<file path="src/core/mirq_pkg.sv">
// Shared constants and types for the mode and interrupt configuration bank
package mirq_pkg;
	// Device register offsets on the parallel bus
	localparam logic [7:0] MODE_OFS = 8'h0C;
	localparam logic [7:0] ICFG_OFS = 8'h10;
	localparam logic [7:0] IEN_LO_OFS = 8'h14;
	localparam logic [7:0] IEN_HI_OFS = 8'h16;
	localparam logic [7:0] IRQ_LO_OFS = 8'h18;
	localparam logic [7:0] IRQ_HI_OFS = 8'h1A;
	// Mode register bit positions
	localparam int MB_CLK_ON = 7;
	localparam int MB_WAKEUP = 6;
	localparam int MB_SUSPEND = 5;
	localparam int MB_SRESET = 4;
	localparam int MB_GIRQ = 3;
	localparam int MB_WAKE_CS = 2;
	localparam int MB_POWER_OFF_IN_SLEEP = 1;
	localparam int MB_PULLUP = 0;
	localparam logic [7:0] MODE_RST = 8'h00;
	localparam logic [7:0] MODE_BRST_KEEP = 8'h0B;
	// Interrupt output configuration fields
	localparam int IC_CTRL_LSB = 6;
	localparam int IC_IN_LSB = 4;
	localparam int IC_OUT_LSB = 2;
	localparam int IC_PULSE = 1;
	localparam int IC_POL = 0;
	localparam logic [7:0] ICFG_RST = 8'hFC;
	localparam logic [7:0] ICFG_BRST_KEEP = 8'h03;
	localparam logic [7:0] ICFG_BRST_SET = 8'hFC;
	// Per-source enables and pending flags
	localparam logic [31:0] IEN_RST = 32'h0000_0000;
	localparam logic [31:0] IEN_BRST_KEEP = 32'h0000_0001;
	localparam logic [31:0] IEN_WMASK = 32'h03FF_FD7F;
	localparam logic [4:0] HS_IDX_BASE = 5'h0A;
	// Handshake kinds from the serial engine
	localparam logic [1:0] HS_ACK = 2'h0;
	localparam logic [1:0] HS_NAK = 2'h1;
	localparam logic [1:0] HS_STALL = 2'h2;
	localparam logic [1:0] HS_NYET = 2'h3;
	// Timing
	localparam int CLK_NS = 20;
	localparam int SUSP_CLK_STOP_US = 2000;
	localparam int RES_DELAY_US = 5000;
	localparam int RES_DRIVE_US = 10000;
	localparam int IRQ_PULSE_NS = 60;
	localparam int SUSP_CLK_STOP_CYC = SUSP_CLK_STOP_US * 1000 / CLK_NS;
	localparam int RES_DELAY_CYC = RES_DELAY_US * 1000 / CLK_NS;
	localparam int RES_DRIVE_CYC = RES_DRIVE_US * 1000 / CLK_NS;
	localparam int IRQ_PULSE_CYC = (IRQ_PULSE_NS + CLK_NS - 1) / CLK_NS;
	localparam int TMR_W = 20;
	// Controller APB register offsets
	localparam logic [7:0] HC_TARGET_OFS = 8'h00;
	localparam logic [7:0] HC_WDATA_OFS = 8'h04;
	localparam logic [7:0] HC_CMD_OFS = 8'h08;
	localparam logic [7:0] HC_STATUS_OFS = 8'h0C;
	localparam logic [7:0] HC_RDATA_OFS = 8'h10;
	localparam int HC_CMD_WR = 0;
	localparam int HC_CMD_RD = 1;
	// States
	typedef enum logic [1:0] {RES_IDLE, RES_WAIT, RES_DRIVE} mirq_res_type;
	typedef enum logic [1:0] {HST_IDLE, HST_WR, HST_RD, HST_CAP} mirq_hst_type;
endpackage

</file>
<file path="src/core/mirq_if.sv">
// Parallel register bus between controller and device
`timescale 1ns/10ps
interface mirq_if;
	logic cs_n;
	logic wr_n;
	logic rd_n;
	logic [7:0] addr;
	logic [15:0] wdata;
	logic [15:0] rdata;
	modport dev (input cs_n, input wr_n, input rd_n, input addr,
		input wdata, output rdata);
	modport host (output cs_n, output wr_n, output rd_n, output addr,
		output wdata, input rdata);
endinterface

</file>
<file path="src/core/mirq_dev.sv">
// Device end: mode and interrupt configuration registers with their effects
`timescale 1ns/10ps
// Notes on behaviour
// - Mode register at 0x0C, upper byte ignored
// - Mode clears on reset; bus reset partly
// - Clocks stop 2 ms into suspend unless on
// - Wake-up write: 5 ms wait, 10 ms resume
// - Suspend write enters suspend mode
// - Soft reset write acts as hardware reset
// - Global gate passes or blocks all interrupts
// - Low select requests wake-up when enabled
// - Power-off bit drives suspend output high while suspended
// - Pull-up bit connects the D+ pull-up
// - Interrupt configuration register at 0x10
// - Pulse select: level or 60 ns pulse
// - Polarity bit sets active level or edge
// - Selector fields at 7:6, 5:4, 3:2, reset 3
// - Handshakes raise interrupts per endpoint class
// - Endpoint 0 handshake selection table
// - Data IN handshake selection table
// - Data OUT handshake selection table
// - First NAK only after a prior ACK
// - Bus reset clears enables but bus-reset one
module mirq_dev #(
	parameter int CLK_STOP_CYC = mirq_pkg::SUSP_CLK_STOP_CYC,
	parameter int RES_DELAY_CYC = mirq_pkg::RES_DELAY_CYC,
	parameter int RES_DRIVE_CYC = mirq_pkg::RES_DRIVE_CYC
) (
	// Clock, reset, enable
	input wire logic sys_clk_i,
	input wire logic reset_n_i,
	input wire logic clk_en_i,
	// Register bus
	mirq_if.dev bus,
	// Serial engine events
	input wire logic usb_bus_reset_i,
	input wire logic usb_resume_i,
	input wire logic hs_valid_i,
	input wire logic [1:0] hs_kind_i,
	input wire logic hs_dir_in_i,
	input wire logic [2:0] hs_ep_i,
	input wire logic [8:0] evt_src_i,
	// Controls and status
	output logic irq_o,
	output logic suspended_o,
	output logic suspend_o,
	output logic clk_stop_o,
	output logic resume_drive_o,
	output logic pullup_resistor_pin_o,
	output logic wake_req_o
);
	import mirq_pkg::*;

	typedef struct packed {
		logic [7:0] mode;
		logic [7:0] icfg;
		logic [31:0] ien;
		logic [31:0] pend;
		logic [31:0] nak_first;
		logic susp;
		logic clk_stop;
		mirq_res_type res;
		logic [TMR_W-1:0] tmr;
		logic [TMR_W-1:0] ctmr;
		logic [1:0] pcnt;
		logic [15:0] rdata;
	} mirq_dev_st_type;

	localparam mirq_dev_st_type DEV_RST = '{mode: MODE_RST, icfg: ICFG_RST,
		ien: IEN_RST, res: RES_IDLE, default: '0};

	// Handshake qualification by selector value
	function automatic logic hs_raise(input logic [1:0] sel,
		input logic [1:0] kind, input logic ep0, input logic dir_in,
		input logic first);
		logic r;
		r = 1'b0;
		case (kind)
			HS_ACK: r = 1'b1;
			HS_STALL: r = ep0 | ~dir_in;
			HS_NYET: r = ~ep0 & ~dir_in;
			HS_NAK: r = (sel == 2'h0) | (sel[1] & first);
			default: r = 1'b0;
		endcase
		return r;
	endfunction

	mirq_dev_st_type s_r;
	mirq_dev_st_type s_nxt;
	logic wr;
	logic rd;
	logic ep0;
	logic [1:0] sel;
	logic [4:0] hs_idx;
	logic [31:0] set_v;
	logic [31:0] clr_v;
	logic [7:0] falls;
	logic active;
	logic lvl;

	assign wr = ~bus.cs_n & ~bus.wr_n;
	assign rd = ~bus.cs_n & ~bus.rd_n;
	assign ep0 = hs_ep_i == 3'h0;
	assign hs_idx = HS_IDX_BASE + {1'b0, hs_ep_i, hs_dir_in_i};
	assign sel = ep0 ? s_r.icfg[IC_CTRL_LSB +: 2] :
		(hs_dir_in_i ? s_r.icfg[IC_IN_LSB +: 2] : s_r.icfg[IC_OUT_LSB +: 2]);

	always_comb begin
		s_nxt = s_r;
		falls = 8'h00;
		clr_v = 32'h0000_0000;
		set_v = {23'h000000, evt_src_i};
		// Handshake interrupts and first-NAK tracking
		if (hs_valid_i) begin
			if (hs_raise(sel, hs_kind_i, ep0, hs_dir_in_i,
				s_r.nak_first[hs_idx])) begin
				set_v = set_v | (32'h0000_0001 << hs_idx);
			end
			if (hs_kind_i == HS_ACK) begin
				s_nxt.nak_first[hs_idx] = 1'b1;
			end else if (hs_kind_i == HS_NAK) begin
				s_nxt.nak_first[hs_idx] = 1'b0;
			end
		end
		// Register reads, low byte only for byte registers
		if (rd) begin
			case (bus.addr)
				MODE_OFS: s_nxt.rdata = {8'h00, s_r.mode};
				ICFG_OFS: s_nxt.rdata = {8'h00, s_r.icfg};
				IEN_LO_OFS: s_nxt.rdata = s_r.ien[15:0];
				IEN_HI_OFS: s_nxt.rdata = s_r.ien[31:16];
				IRQ_LO_OFS: s_nxt.rdata = s_r.pend[15:0];
				IRQ_HI_OFS: s_nxt.rdata = s_r.pend[31:16];
				default: s_nxt.rdata = 16'h0000;
			endcase
		end
		// Register writes
		if (wr) begin
			case (bus.addr)
				MODE_OFS: begin
					falls = s_r.mode & ~bus.wdata[7:0];
					s_nxt.mode = bus.wdata[7:0];
				end
				ICFG_OFS: s_nxt.icfg = bus.wdata[7:0];
				IEN_LO_OFS: s_nxt.ien[15:0] = bus.wdata & IEN_WMASK[15:0];
				IEN_HI_OFS: s_nxt.ien[31:16] = bus.wdata & IEN_WMASK[31:16];
				IRQ_LO_OFS: clr_v[15:0] = bus.wdata;
				IRQ_HI_OFS: clr_v[31:16] = bus.wdata;
				default: ;
			endcase
		end
		// Set wins over a clear in the same cycle
		s_nxt.pend = (s_r.pend & ~clr_v) | set_v;
		// Pulse generation on each new enabled interrupt
		if (s_r.mode[MB_GIRQ] && |(set_v & s_r.ien & ~s_r.pend) &&
			s_r.icfg[IC_PULSE]) begin
			s_nxt.pcnt = 2'(IRQ_PULSE_CYC);
		end else if (s_r.pcnt != 2'h0) begin
			s_nxt.pcnt = s_r.pcnt - 2'h1;
		end
		// Upstream resume sequence
		case (s_r.res)
			RES_IDLE: ;
			RES_WAIT: begin
				if (s_r.tmr == TMR_W'(RES_DELAY_CYC - 1)) begin
					s_nxt.res = RES_DRIVE;
					s_nxt.tmr = '0;
					s_nxt.susp = 1'b0;
				end else begin
					s_nxt.tmr = s_r.tmr + 1'b1;
				end
			end
			RES_DRIVE: begin
				if (s_r.tmr == TMR_W'(RES_DRIVE_CYC - 1)) begin
					s_nxt.res = RES_IDLE;
					s_nxt.tmr = '0;
				end else begin
					s_nxt.tmr = s_r.tmr + 1'b1;
				end
			end
			default: s_nxt.res = RES_IDLE;
		endcase
		if (falls[MB_WAKEUP] ||
			(s_r.mode[MB_WAKE_CS] && s_r.susp && !bus.cs_n &&
			s_r.res == RES_IDLE)) begin
			s_nxt.res = RES_WAIT;
			s_nxt.tmr = '0;
		end
		// Suspend entry and exit
		if (falls[MB_SUSPEND]) begin
			s_nxt.susp = 1'b1;
		end else if (usb_resume_i) begin
			s_nxt.susp = 1'b0;
		end
		// Clock stop while suspended
		if (s_r.susp && !s_r.mode[MB_CLK_ON]) begin
			if (!s_r.clk_stop) begin
				if (s_r.ctmr == TMR_W'(CLK_STOP_CYC - 1)) begin
					s_nxt.clk_stop = 1'b1;
				end else begin
					s_nxt.ctmr = s_r.ctmr + 1'b1;
				end
			end
		end else begin
			s_nxt.clk_stop = 1'b0;
			s_nxt.ctmr = '0;
		end
		// Bus reset
		if (usb_bus_reset_i) begin
			s_nxt.mode = s_nxt.mode & MODE_BRST_KEEP;
			s_nxt.icfg = (s_nxt.icfg & ICFG_BRST_KEEP) | ICFG_BRST_SET;
			s_nxt.ien = s_nxt.ien & IEN_BRST_KEEP;
			s_nxt.susp = 1'b0;
			s_nxt.res = RES_IDLE;
			s_nxt.tmr = '0;
		end
		// Soft reset returns every register to its reset state
		if (falls[MB_SRESET]) begin
			s_nxt = DEV_RST;
		end
	end

	always_ff @(posedge sys_clk_i or negedge reset_n_i) begin
		if (!reset_n_i) begin
			s_r <= DEV_RST;
		end else if (clk_en_i) begin
			s_r <= s_nxt;
		end
	end

	assign active = s_r.mode[MB_GIRQ] & |(s_r.pend & s_r.ien);
	assign lvl = s_r.icfg[IC_PULSE] ? (s_r.pcnt != 2'h0) : active;
	assign irq_o = s_r.icfg[IC_POL] ? lvl : ~lvl;
	assign suspended_o = s_r.susp;
	assign suspend_o = s_r.susp & s_r.mode[MB_POWER_OFF_IN_SLEEP];
	assign clk_stop_o = s_r.clk_stop;
	assign resume_drive_o = s_r.res == RES_DRIVE;
	assign pullup_resistor_pin_o = s_r.mode[MB_PULLUP];
	assign wake_req_o = s_r.mode[MB_WAKE_CS] & s_r.susp & ~bus.cs_n;
	assign bus.rdata = s_r.rdata;
endmodule

</file>
<file path="src/flat_wrapper.sv">
// flat-port wrapper written by rule: the top's interface ports become plain ports
module mirq_dev_flat import mirq_pkg::*;
#(
	parameter int CLK_STOP_CYC = mirq_pkg::SUSP_CLK_STOP_CYC,
	parameter int RES_DELAY_CYC = mirq_pkg::RES_DELAY_CYC,
	parameter int RES_DRIVE_CYC = mirq_pkg::RES_DRIVE_CYC
)
  (sys_clk_i, reset_n_i, clk_en_i, usb_bus_reset_i, usb_resume_i, hs_valid_i, hs_kind_i, hs_dir_in_i, hs_ep_i, evt_src_i, irq_o, suspended_o, suspend_o, clk_stop_o, resume_drive_o, pullup_resistor_pin_o, wake_req_o, bus_cs_n, bus_wr_n, bus_rd_n, bus_addr, bus_wdata, bus_rdata);
  mirq_if bus_i ();
  input wire logic sys_clk_i;
  input wire logic reset_n_i;
  input wire logic clk_en_i;
  input wire logic usb_bus_reset_i;
  input wire logic usb_resume_i;
  input wire logic hs_valid_i;
  input wire logic [1:0] hs_kind_i;
  input wire logic hs_dir_in_i;
  input wire logic [2:0] hs_ep_i;
  input wire logic [8:0] evt_src_i;
  output logic irq_o;
  output logic suspended_o;
  output logic suspend_o;
  output logic clk_stop_o;
  output logic resume_drive_o;
  output logic pullup_resistor_pin_o;
  output logic wake_req_o;
  input wire logic [$bits(bus_i.cs_n)-1:0] bus_cs_n;
  input wire logic [$bits(bus_i.wr_n)-1:0] bus_wr_n;
  input wire logic [$bits(bus_i.rd_n)-1:0] bus_rd_n;
  input wire logic [$bits(bus_i.addr)-1:0] bus_addr;
  input wire logic [$bits(bus_i.wdata)-1:0] bus_wdata;
  output wire logic [$bits(bus_i.rdata)-1:0] bus_rdata;
  assign bus_i.cs_n = bus_cs_n;
  assign bus_i.wr_n = bus_wr_n;
  assign bus_i.rd_n = bus_rd_n;
  assign bus_i.addr = bus_addr;
  assign bus_i.wdata = bus_wdata;
  assign bus_rdata = bus_i.rdata;
  mirq_dev #(.CLK_STOP_CYC(CLK_STOP_CYC), .RES_DELAY_CYC(RES_DELAY_CYC), .RES_DRIVE_CYC(RES_DRIVE_CYC)) u_core (.sys_clk_i(sys_clk_i), .reset_n_i(reset_n_i), .clk_en_i(clk_en_i), .bus(bus_i), .usb_bus_reset_i(usb_bus_reset_i), .usb_resume_i(usb_resume_i), .hs_valid_i(hs_valid_i), .hs_kind_i(hs_kind_i), .hs_dir_in_i(hs_dir_in_i), .hs_ep_i(hs_ep_i), .evt_src_i(evt_src_i), .irq_o(irq_o), .suspended_o(suspended_o), .suspend_o(suspend_o), .clk_stop_o(clk_stop_o), .resume_drive_o(resume_drive_o), .pullup_resistor_pin_o(pullup_resistor_pin_o), .wake_req_o(wake_req_o));
endmodule
</file>
<file path="config.mk">
export PLATFORM = sky130hd
export DESIGN_NAME = mirq_dev_flat
export DESIGN_NICKNAME = d
export VERILOG_FILES = /design/src/core/mirq_pkg.sv /design/src/core/mirq_if.sv /design/src/core/mirq_dev.sv /design/src/flat_wrapper.sv
export SDC_FILE = /design/constraint.sdc
export NUM_CORES = 1
export LEC_CHECK = 0
export ABC_AREA = 1
export BUFFER_PORTS_ARGS = -buffer_cell sky130_fd_sc_hd__clkbuf_2
export CORE_ASPECT_RATIO = 0.9
export CORE_MARGIN = 2
export CORE_UTILIZATION = 32
export CTS_BUF_LIST = sky130_fd_sc_hd__clkbuf_2 sky130_fd_sc_hd__clkbuf_4 sky130_fd_sc_hd__clkbuf_8
export DETAILED_ROUTE_END_ITERATION = 7
export PLACE_DENSITY = 0.49
export SLEW_MARGIN = 10
export SYNTH_ARGS = -nofsm -noshare
export SYNTH_HDL_FRONTEND = slang
export SYNTH_SLANG_ARGS = --single-unit
</file>
<file path="constraint.sdc">
create_clock -name sys_clk_i -period 3.7 [get_ports sys_clk_i]
set_clock_uncertainty 0.2 [all_clocks]
set_input_delay 0.74 -clock sys_clk_i [delete_from_list [all_inputs] [get_ports sys_clk_i]]
set_output_delay 0.74 -clock sys_clk_i [all_outputs]
set_load 0.02 [all_outputs]
</file>
==> results of run 1 <==
## logic make-up (layout without fill, tap and decap cells)
| family | Yosys count | count (layout) |
|---|---|---|
| simple gates | 688 | 688 |
| compound gates | 286 | 286 |
| buf+inv | 248 | 323 |
| flops | 166 | 166 |
| fa+ha+maj | 5 | 5 |
| xor+xnor | 1 | 1 |
| mux | 1 | 1 |
## layout by cell type, fill, tap and decap left out, types with 33 or more instances in the layout
cell type | netlist | final
o21ai_0 | 106 | 105
o22ai_1 | 42 | 42
nand3_1 | 52 | 52
clkbuf_2 | 0 | 69
nor3_1 | 66 | 66
nor2_1 | 170 | 168
nand2_1 | 327 | 327
dfrtp_1 | 160 | 160
buf_4 | 19 | 33
a21oi_1 | 88 | 87
inv_1 | 166 | 166
## critical path, stage by stage, from the launching register on
cell      delay, ns
dfrtp_1        0.40
inv_1          0.09
o22ai_1        0.11
a221oi_1       0.25
nor3b_1        0.36
nand4_1        0.18
nand3_1        0.10
o21ai_0        0.11
xnor2_1        0.25
clkbuf_2       0.22
## per-layer routing
| metal | wire length (um) | part of all wire (%) |
|---|---|---|
| met4 | 949 | 2.8 |
| met5 | 0 | 0 |
| met2 | 14700 | 44 |
| met1 | 16400 | 49 |
| met3 | 1620 | 4.8 |
## registers in the layout, summed over array words and instances, names as in the netlist
signal and cells:
u_core.bus.rdata 16, u_core.s_r 147, u_core.pullup_resistor_pin_o 1, u_core.suspended_o 1, u_core.clk_stop_o 1
## through the flow
stage               power (mW)  utilization [%]  hold WS (ns)
floorplan                 2.62                -         0.242
global placement          2.93             35.0         0.269
detailed placement        2.93             35.0         0.268
CTS                       4.23             36.2        0.0677
global route              4.44             36.2        0.0725
finish                    4.20             36.2        0.0533
## worst max path at each step
stage | startpoint | cells after the start | slack, ns | end
2_1_floorplan | hs_ep_i[0] | 22 | 0.59 | u_core.s_r[16]
3_3_place_gp | bus_addr[6] | 13 | 0.20 | u_core.bus.rdata[6]
3_5_place_dp | bus_addr[6] | 13 | 0.20 | u_core.bus.rdata[4]
4_1_cts | u_core.s_r[107] | 9 | 0.20 | irq_o
5_1_grt | u_core.s_r[106] | 9 | 0.04 | irq_o
6_report | u_core.s_r[107] | 9 | 0.23 | irq_o
## layout make-up
class	instances	area (um^2)	area share (%)
well taps	409	512	4.60
inverters	185	694	6.25
clock buffers	18	241	2.17
clock inverters	14	126	1.14
multi-input cells	981	4720	42.4
flip-flops and latches	166	4160	37.4
repair buffers	106	664	5.98
## power breakdown
| part | switching (mW) | total, mW | internal (mW) |
|---|---|---|---|
| Sequential | 0.120 | 2.12 | 2.00 |
| Combinational | 0.538 | 0.789 | 0.251 |
| Clock | 0.756 | 1.30 | 0.543 |
| Total | 1.41 | 4.20 | 2.79 |
==> flow_summary.json, run 1 <==
{
  "status": "complete, no violations",
  "synth-seq-cells": 166,
  "clock_sinks": 166,
  "synth_top_family_by_area": "simple AND/OR/NAND/NOR gates",
  "final_nets": 1510,
  "ys.flop_type": "dfrtp_1",
  "setup_tns_ns": 0,
  "hold_violations": 0,
  "syn_area_um2": 9890,
  "cap_violations": 0,
  "postCtsHoldBufs": 0,
  "routedWlPerCell_um": 17.9,
  "antenna_cells": 0,
  "core-area_um2": 30700,
  "worstSetupStartpointType": "register",
  "cts_root_buf": "clkbuf_8",
  "required_ns": 2.76,
  "tritoncts": "yes",
  "die_x_um": 189,
  "finalNonFillerCells": 1879,
  "yosys_warnings": 0,
  "power.leakage_nw": 5.18,
  "row_count": 61,
  "antenna_left": 0,
  "area_growth_pct": 12.4,
  "worst_pin_slew_ns": 0.999,
  "fp.dieH_um": 171,
  "dp_hpwl_um": 25400,
  "yosys.area.top_type": "dfrtp_1",
  "synth.top_cell.area_share_pct": 40.5,
  "power.density_nw_per_um2": 378,
  "htreeDepth": 4,
  "period_needed_ns": 3.47,
  "routed_via_density": 5.18,
  "synth_most_common_cell": "nand2_1",
  "grt_pass1_vias": 9213,
  "overflow": 0,
  "grt_busiest_layer": "met2",
  "place.port_buffers": 70,
  "first_iter_violations": 801,
  "ys_top_cells_by_count": "327 x nand2_1, 170 x nor2_1, 166 x inv_1",
  "postLayoutCellArea_um2": 11100,
  "synthCells": 1395,
  "worstPathMaxFanout": 3,
  "grt_max_degree": 66,
  "met1_usage_pct": 30.3,
  "netlist_top_cells_area": "dfrtp_1 40%, nand2_1 12%, nor2_1 6.4%",
  "initial_utilization_pct": 32.2,
  "end_kind": "primary output",
  "ios": 71,
  "ir_worst_vdd_mv": 0.212,
  "min_period_over_period_pct": 93.7,
  "drc": 0,
  "synth_simple_gate_area_share_pct": 30.3,
  "postLayoutSetupSlackWorst_ns": 0.235,
  "reg2reg_to": "u_core.s_r[49]",
  "syn_nets": 1448,
  "antenna_found_initial": 0,
  "maxSlewViolCount": 0,
  "cts_resized": 0,
  "clk_latency_ns": 0.48,
  "worst_r2r_path_depth": 11,
  "dp.cells": 1847,
  "met2_usage_pct": 32.3,
  "worstHoldPathType": "input pin to async pin",
  "num_vias": 9735,
  "postCtsSetupBuffers": 0,
  "setup_viol_count_final": 0,
  "clk_path_buf_depth": 2,
  "rsz0062_at_grt": "false",
  "first_pass_iters": 7,
  "track_usage_pct": 21.1,
  "grt_pass1_wl_um": 52400,
  "synthAdderAreaFrac_pct": 0.632,
  "nFillCells": 3300,
  "crit_arrival_ns": 2.53,
  "gp_congestion": 0.949,
  "synth_xor_area_share_pct": 0.0885,
  "die-area_um2": 32300,
  "routed_wl_um": 33600,
  "max_freq_ghz": 0.289,
  "synth.area.mux_share_pct": 0.101,
  "dp_slack_ns": 0.201,
  "met3_usage_pct": 3.04,
  "r2r-start": "u_core.s_r[38]",
  "placed_area_um2": 10800,
  "synth_compound_area_share_pct": 16.4,
  "slew_headroom_pct": 31.7,
  "clk_pin_slew_ns": 0.10,
  "synth-edff-count": 0,
  "r2r_slack_ns": 0.81,
  "drive_gt1_share_pct": 13.2,
  "ys_types": 54,
  "async_flop_share_pct": 100,
  "ys_seq_area_share_pct": 42.1,
  "syn-mean-instance-area_um2": 7.09,
  "crit_type": "register to primary output",
  "cts_inserted_buffers": 17
}
(Power assumes the default switching activity.)
==> run 2, diff against run 1 <==
- CORE_ASPECT_RATIO: 0.9 -> not set
- CTS_BUF_LIST: sky130_fd_sc_hd__clkbuf_2 sky130_fd_sc_hd__clkbuf_4 sky130_fd_sc_hd__clkbuf_8 -> not set
- clock period: 3.7 -> 3.8 ns (I/O delays scaled with it)
==> run 2 against run 1 <==
Effect of this change:
- largest cell class unchanged
- cell count fell by 0.64%
- hold slack better by 0.23 ns
- first-iteration DRC count down 7.2%
- worst setup slack gained 0.073 ns
- power rose by 8.6%
- critical path type unchanged
- combinational power decreased by 3.8%
==> flow_summary.json, run 2 (synthesized netlist as in run 1, its figures left out) <==
{
  "postCtsSetupBuffers": 0,
  "clk_pin_slew_ns": 0.07,
  "worstSetupStartpointType": "register",
  "drive_gt1_share_pct": 13.2,
  "clock_sinks": 166,
  "place.port_buffers": 70,
  "top_register": "u_core.s_r",
  "num_vias": 9698,
  "cap_violations": 0,
  "final_util_pct": 37.1,
  "end_kind": "primary output",
  "ir_worst_vdd_mv": 0.293,
  "routed_wl_um": 33800,
  "holdWs_ns": 0.286,
  "final_nets": 1511,
  "postLayoutSetupSlackWorst_ns": 0.308,
  "net-switching-power_mw": 1.50,
  "dp.cells": 1834,
  "ios": 71,
  "first_pass_iters": 5,
  "routed_via_density": 5.19,
  "htreeDepth": 4,
  "pwr-share-comb_pct": 16.6,
  "power.density_nw_per_um2": 403,
  "clk_latency_ns": 0.46,
  "p_int_mw": 3.06,
  "drc": 0,
  "die_x_um": 180,
  "crit_cells": 9,
  "largest_reg_flops": 147,
  "die-area_um2": 32300,
  "dp_slack_ns": 0.160,
  "rsz0062_at_grt": "false",
  "crit_arrival_ns": 2.53,
  "overflow": 0,
  "antenna_cells": 0,
  "layout_common_cells": "327 x nand2_1, 168 x nor2_1, 166 x inv_1",
  "worstHoldPathType": "register to register",
  "clk_path_buf_depth": 2,
  "power.leakage_nw": 5.29,
  "first_iter_violations": 743,
  "swShare_pct": 32.9,
  "cts_resized": 0,
  "tritoncts": "yes",
  "cts_root_buf": "clkbuf_16",
  "slowest_delay_ns": 0.39,
  "routedWlPerCell_um": 18.1,
  "fp.dieH_um": 180,
  "crit_type": "register to primary output",
  "status": "complete, no violations",
  "min_period_over_period_pct": 91.9,
  "grt_max_degree": 98,
  "maxSlewViolCount": 0,
  "worst_r2r_path_depth": 20,
  "setup_tns_ns": 0,
  "hold_path_depth": 1,
  "row_count": 64,
  "path_cells": "inv_1 -> o22ai_1 -> a221oi_1 -> nor3b_1 -> nand4_1 -> nand3_1 -> o21ai_0 -> xnor2_1 -> clkbuf_2",
  "final_common_cell": "nand2_1",
  "setup_viol_count_final": 0,
  "finalNonFillerCells": 1867,
  "antenna_found_initial": 0,
  "period_needed_ns": 3.49,
  "core-area_um2": 30500,
  "track_usage_pct": 21.2,
  "hold_violations": 0,
  "required_ns": 2.84,
  "dp_hpwl_um": 25200,
  "worst_pin_slew_ns": 0.884,
  "cp_slowest_cell": "dfrtp_1",
  "worstPathMaxFanout": 3,
  "gp_congestion": 0.900,
  "critPathTopFamily": "simple AND/OR/NAND/NOR gates",
  "clock_power_share_pct": 38.2,
  "max_freq_ghz": 0.286,
  "grt_pass1_vias": 9331,
  "slew_headroom_pct": 39.5,
  "pwr-share-seq_pct": 45.2,
  "area_growth_pct": 14.4,
  "cts_inserted_buffers": 17,
  "critPathBufInv": 2,
  "antenna_left": 0,
  "initial_utilization_pct": 32.4,
  "grt_pass1_wl_um": 53700
}
## run 2: final cells by class
class	count	area, um^2
Clock buffer	17	425
Clock inverter	15	161
Inverter	185	694
Fill cell	3260	19200
Multi-Input combinational cell	981	4720
Tap cell	396	495
Timing Repair Buffer	107	662
Sequential cell	166	4160
## run 2: routing by layer
layer | part of all wire [%] | global-route usage, % | vias to the layer above
li1 | - | - | 4729
met2 | 46 | 33.8 | 275
met4 | 3.3 | 8.55 | 0
met5 | 0 | 0 | -
met1 | 46 | 29.1 | 4627
met3 | 4.8 | 3.04 | 67
## run 2: power by group through the flow
stage	Clock (mW)	Sequential, mW	Combinational, mW
6_report	1.74	2.06	0.759
5_1_grt	1.85	2.09	0.860
4_1_cts	1.79	2.06	0.759
3_5_place_dp	0	2.09	0.755
3_3_place_gp	0	2.09	0.751
2_1_floorplan	0	2.06	0.492
## run 2: final timing paths
check                           slack [ns]               to             from
worst min register to register        0.29   u_core.s_r[37]   u_core.s_r[37]
max in group asynchronous             1.97   u_core.s_r[51]        reset_n_i
worst min-delay path                  0.29   u_core.s_r[37]   u_core.s_r[37]
min in group asynchronous             0.51  u_core.s_r[144]        reset_n_i
worst max register to register        0.95   u_core.s_r[16]  u_core.s_r[163]
worst max-delay path                  0.31            irq_o  u_core.s_r[138]
## run 2: through the flow
step | total power, mW | instance area (um^2)
after floorplan | 2.55 | 9890
after global placement | 2.84 | 10700
after detailed placement | 2.84 | 10700
after CTS | 4.60 | 11300
after global routing | 4.80 | 11300
final | 4.56 | 11300
## run 2: timing repair
action | in CTS | in global routing
setup endpoints to repair | 0 | 0
hold endpoints to repair | 14 | 0
hold buffers | 1 | 0
## run 2: worst reg2reg max path: cells and delay by family (launching register included)
kind | cells | cell delay (ns)
AO/OA/AOI/OAI | 3 | 0.30
buffers and inverters | 1 | 0.25
flip-flops | 1 | 0.61
AND/OR/NAND/NOR | 16 | 1.39
==> run 3, diff against run 2 <==
- BUFFER_PORTS_ARGS: -buffer_cell sky130_fd_sc_hd__clkbuf_2 -> not set
- DONT_BUFFER_PORTS: not set -> 1
- PLACE_DENSITY: 0.49 -> 0.47
==> run 3 against run 2 <==
Effect of this change:
- the run now ends with hold timing left
- clock power is 6% higher
- first-iteration DRC count is 1.3% lower
- sequential share of layout area is 1.4 points higher
- design area is 3.8% lower
- worst setup slack worse by 0.11 ns
- combinational power is 14% lower
- via count is 3.6% lower
- hold slack worse by 0.46 ns
- count of clock-buffer cells in the layout is 1 higher
- critical endpoint unchanged
- sequential power hardly changed
==> flow_summary.json, run 3 (synthesized netlist as in run 1, its figures left out) <==
{
  "finalNonFillerCells": 1787,
  "gp_congestion": 0.979,
  "overflow": 0,
  "largest_reg_flops": 147,
  "rsz0062_at_grt": "false",
  "final_util_pct": 35.7,
  "worstHoldPathType": "input pin to async pin",
  "period_needed_ns": 3.60,
  "worstPathMaxFanout": 3,
  "postCtsSetupBuffers": 0,
  "placed_area_um2": 10300,
  "power.leakage_nw": 4.94,
  "path_cells": "inv_1 -> o22ai_1 -> a221oi_1 -> nor3b_1 -> nand4_1 -> nand3_1 -> o21ai_0 -> xnor2_1",
  "dp.cells": 1754,
  "die_x_um": 180,
  "antenna_left": 0,
  "worst_pin_slew_ns": 0.868,
  "clk_latency_ns": 0.46,
  "cts_root_buf": "clkbuf_16",
  "die-area_um2": 32300,
  "place.port_buffers": 0,
  "crit_arrival_ns": 2.64,
  "antenna_found_initial": 1,
  "end_kind": "primary output",
  "total_power_mw": 4.57,
  "clk_pin_slew_ns": 0.07,
  "top_register": "u_core.s_r",
  "ir_worst_vdd_mv": 0.317,
  "status": "complete, but fails checks",
  "grt_pass1_vias": 9285,
  "required_ns": 2.84,
  "dp_hpwl_um": 25500,
  "slowest_delay_ns": 0.49,
  "htreeDepth": 4,
  "crit_type": "register to primary output",
  "layout_common_cells": "327 x nand2_1, 168 x nor2_1, 166 x inv_1",
  "num_vias": 9352,
  "tritoncts": "yes",
  "core-area_um2": 30500,
  "hold_violations": 160,
  "setup_tns_ns": 0,
  "violations": "hold timing",
  "postLayoutCellArea_um2": 10900,
  "cts_inserted_buffers": 17,
  "drive_gt1_share_pct": 8.13,
  "power.density_nw_per_um2": 419,
  "cts_resized": 0,
  "first_pass_iters": 5,
  "max_freq_ghz": 0.278,
  "clk_path_buf_depth": 2,
  "ios": 71,
  "clock_sinks": 166,
  "area_growth_pct": 10.1,
  "min_period_over_period_pct": 94.7,
  "routed_via_density": 5.23,
  "routedWlPerCell_um": 19.3,
  "routed_wl_um": 34500,
  "first_iter_violations": 733,
  "track_usage_pct": 21.7,
  "fp.dieH_um": 180,
  "worstSetupStartpointType": "register",
  "row_count": 64,
  "setup_viol_count_final": 0,
  "holdWs_ns": -0.177,
  "cap_violations": 0,
  "grt_max_degree": 167,
  "maxSlewViolCount": 0,
  "slew_headroom_pct": 40.6,
  "final_common_cell": "nand2_1",
  "grt_pass1_wl_um": 54500,
  "cp_slowest_cell": "xnor2_1",
  "final_nets": 1430,
  "drc": 0,
  "initial_utilization_pct": 32.4
}
-- run 3: cell types whose count changed in the layout (fill, tap and decap cells not counted), sizes merged --
cell / previous run / this run
clkinv: 14 / 10
diode: 0 / 1
buf: 37 / 26
inv: 184 / 185
bufinv: 0 / 2
clkbuf: 86 / 18
dlygate4sd3: 1 / 0
-- run 3: layout make-up --
cell class                      instances  area (um^2)
Clock buffer                           18          429
Antenna cell                            1         2.50
Tap cell                              396          495
Inverter                              185          694
Sequential cell                       166         4160
Fill cell                            3276        19600
Multi-Input combinational cell        981         4720
Clock inverter                         14          183
Timing Repair Buffer                   26          208
-- run 3: worst max-delay path: cells and delay by family (launching register included) --
| kind | cells | cell delay [ns] |
|---|---|---|
| AO/OA/AOI/OAI | 3 | 0.45 |
| XOR/XNOR | 1 | 0.49 |
| buffers and inverters | 1 | 0.09 |
| flip-flops | 1 | 0.39 |
| AND/OR/NAND/NOR | 3 | 0.76 |
-- run 3: worst paths after layout --
path | slack (ns) | endpoint | start | cells past startpoint
setup / recovery | 0.20 | irq_o | u_core.s_r[107] | 8
hold / removal | -0.18 | u_core.s_r[63] | reset_n_i | 0
setup reg to reg | 0.82 | u_core.s_r[17] | u_core.s_r[161] | 21
hold reg to reg | 0.29 | u_core.s_r[37] | u_core.s_r[37] | 1
max in group asynchronous | 3.21 | u_core.s_r[91] | reset_n_i | 0
min in group sys_clk_i | 0.19 | u_core.s_r[142] | usb_bus_reset_i | 1
-- run 3: routing by layer --
| layer | wire, um | GRT usage, % | up-vias |
|---|---|---|---|
| met5 | 17 | 0 | - |
| met3 | 2210 | 4.96 | 80 |
| li1 | - | - | 4554 |
| met2 | 15500 | 33.4 | 276 |
| met1 | 15400 | 29.0 | 4440 |
| met4 | 1440 | 9.98 | 2 |
-- run 3: power breakdown --
group          switching (mW)  leakage, nW  total [mW]  internal (mW)
sequential              0.118         2.18        2.06           1.94
combinational           0.442         2.47       0.656          0.214
clock                   0.847        0.292        1.85           1.00
-- run 3: through the flow --
stage	hold slack, ns	setup slack [ns]
5_1_grt	-0.205	0.103
3_3_place_gp	0.270	0.340
6_report	-0.177	0.200
2_1_floorplan	0.242	0.672
3_5_place_dp	0.268	0.282
4_1_cts	-0.207	0.231
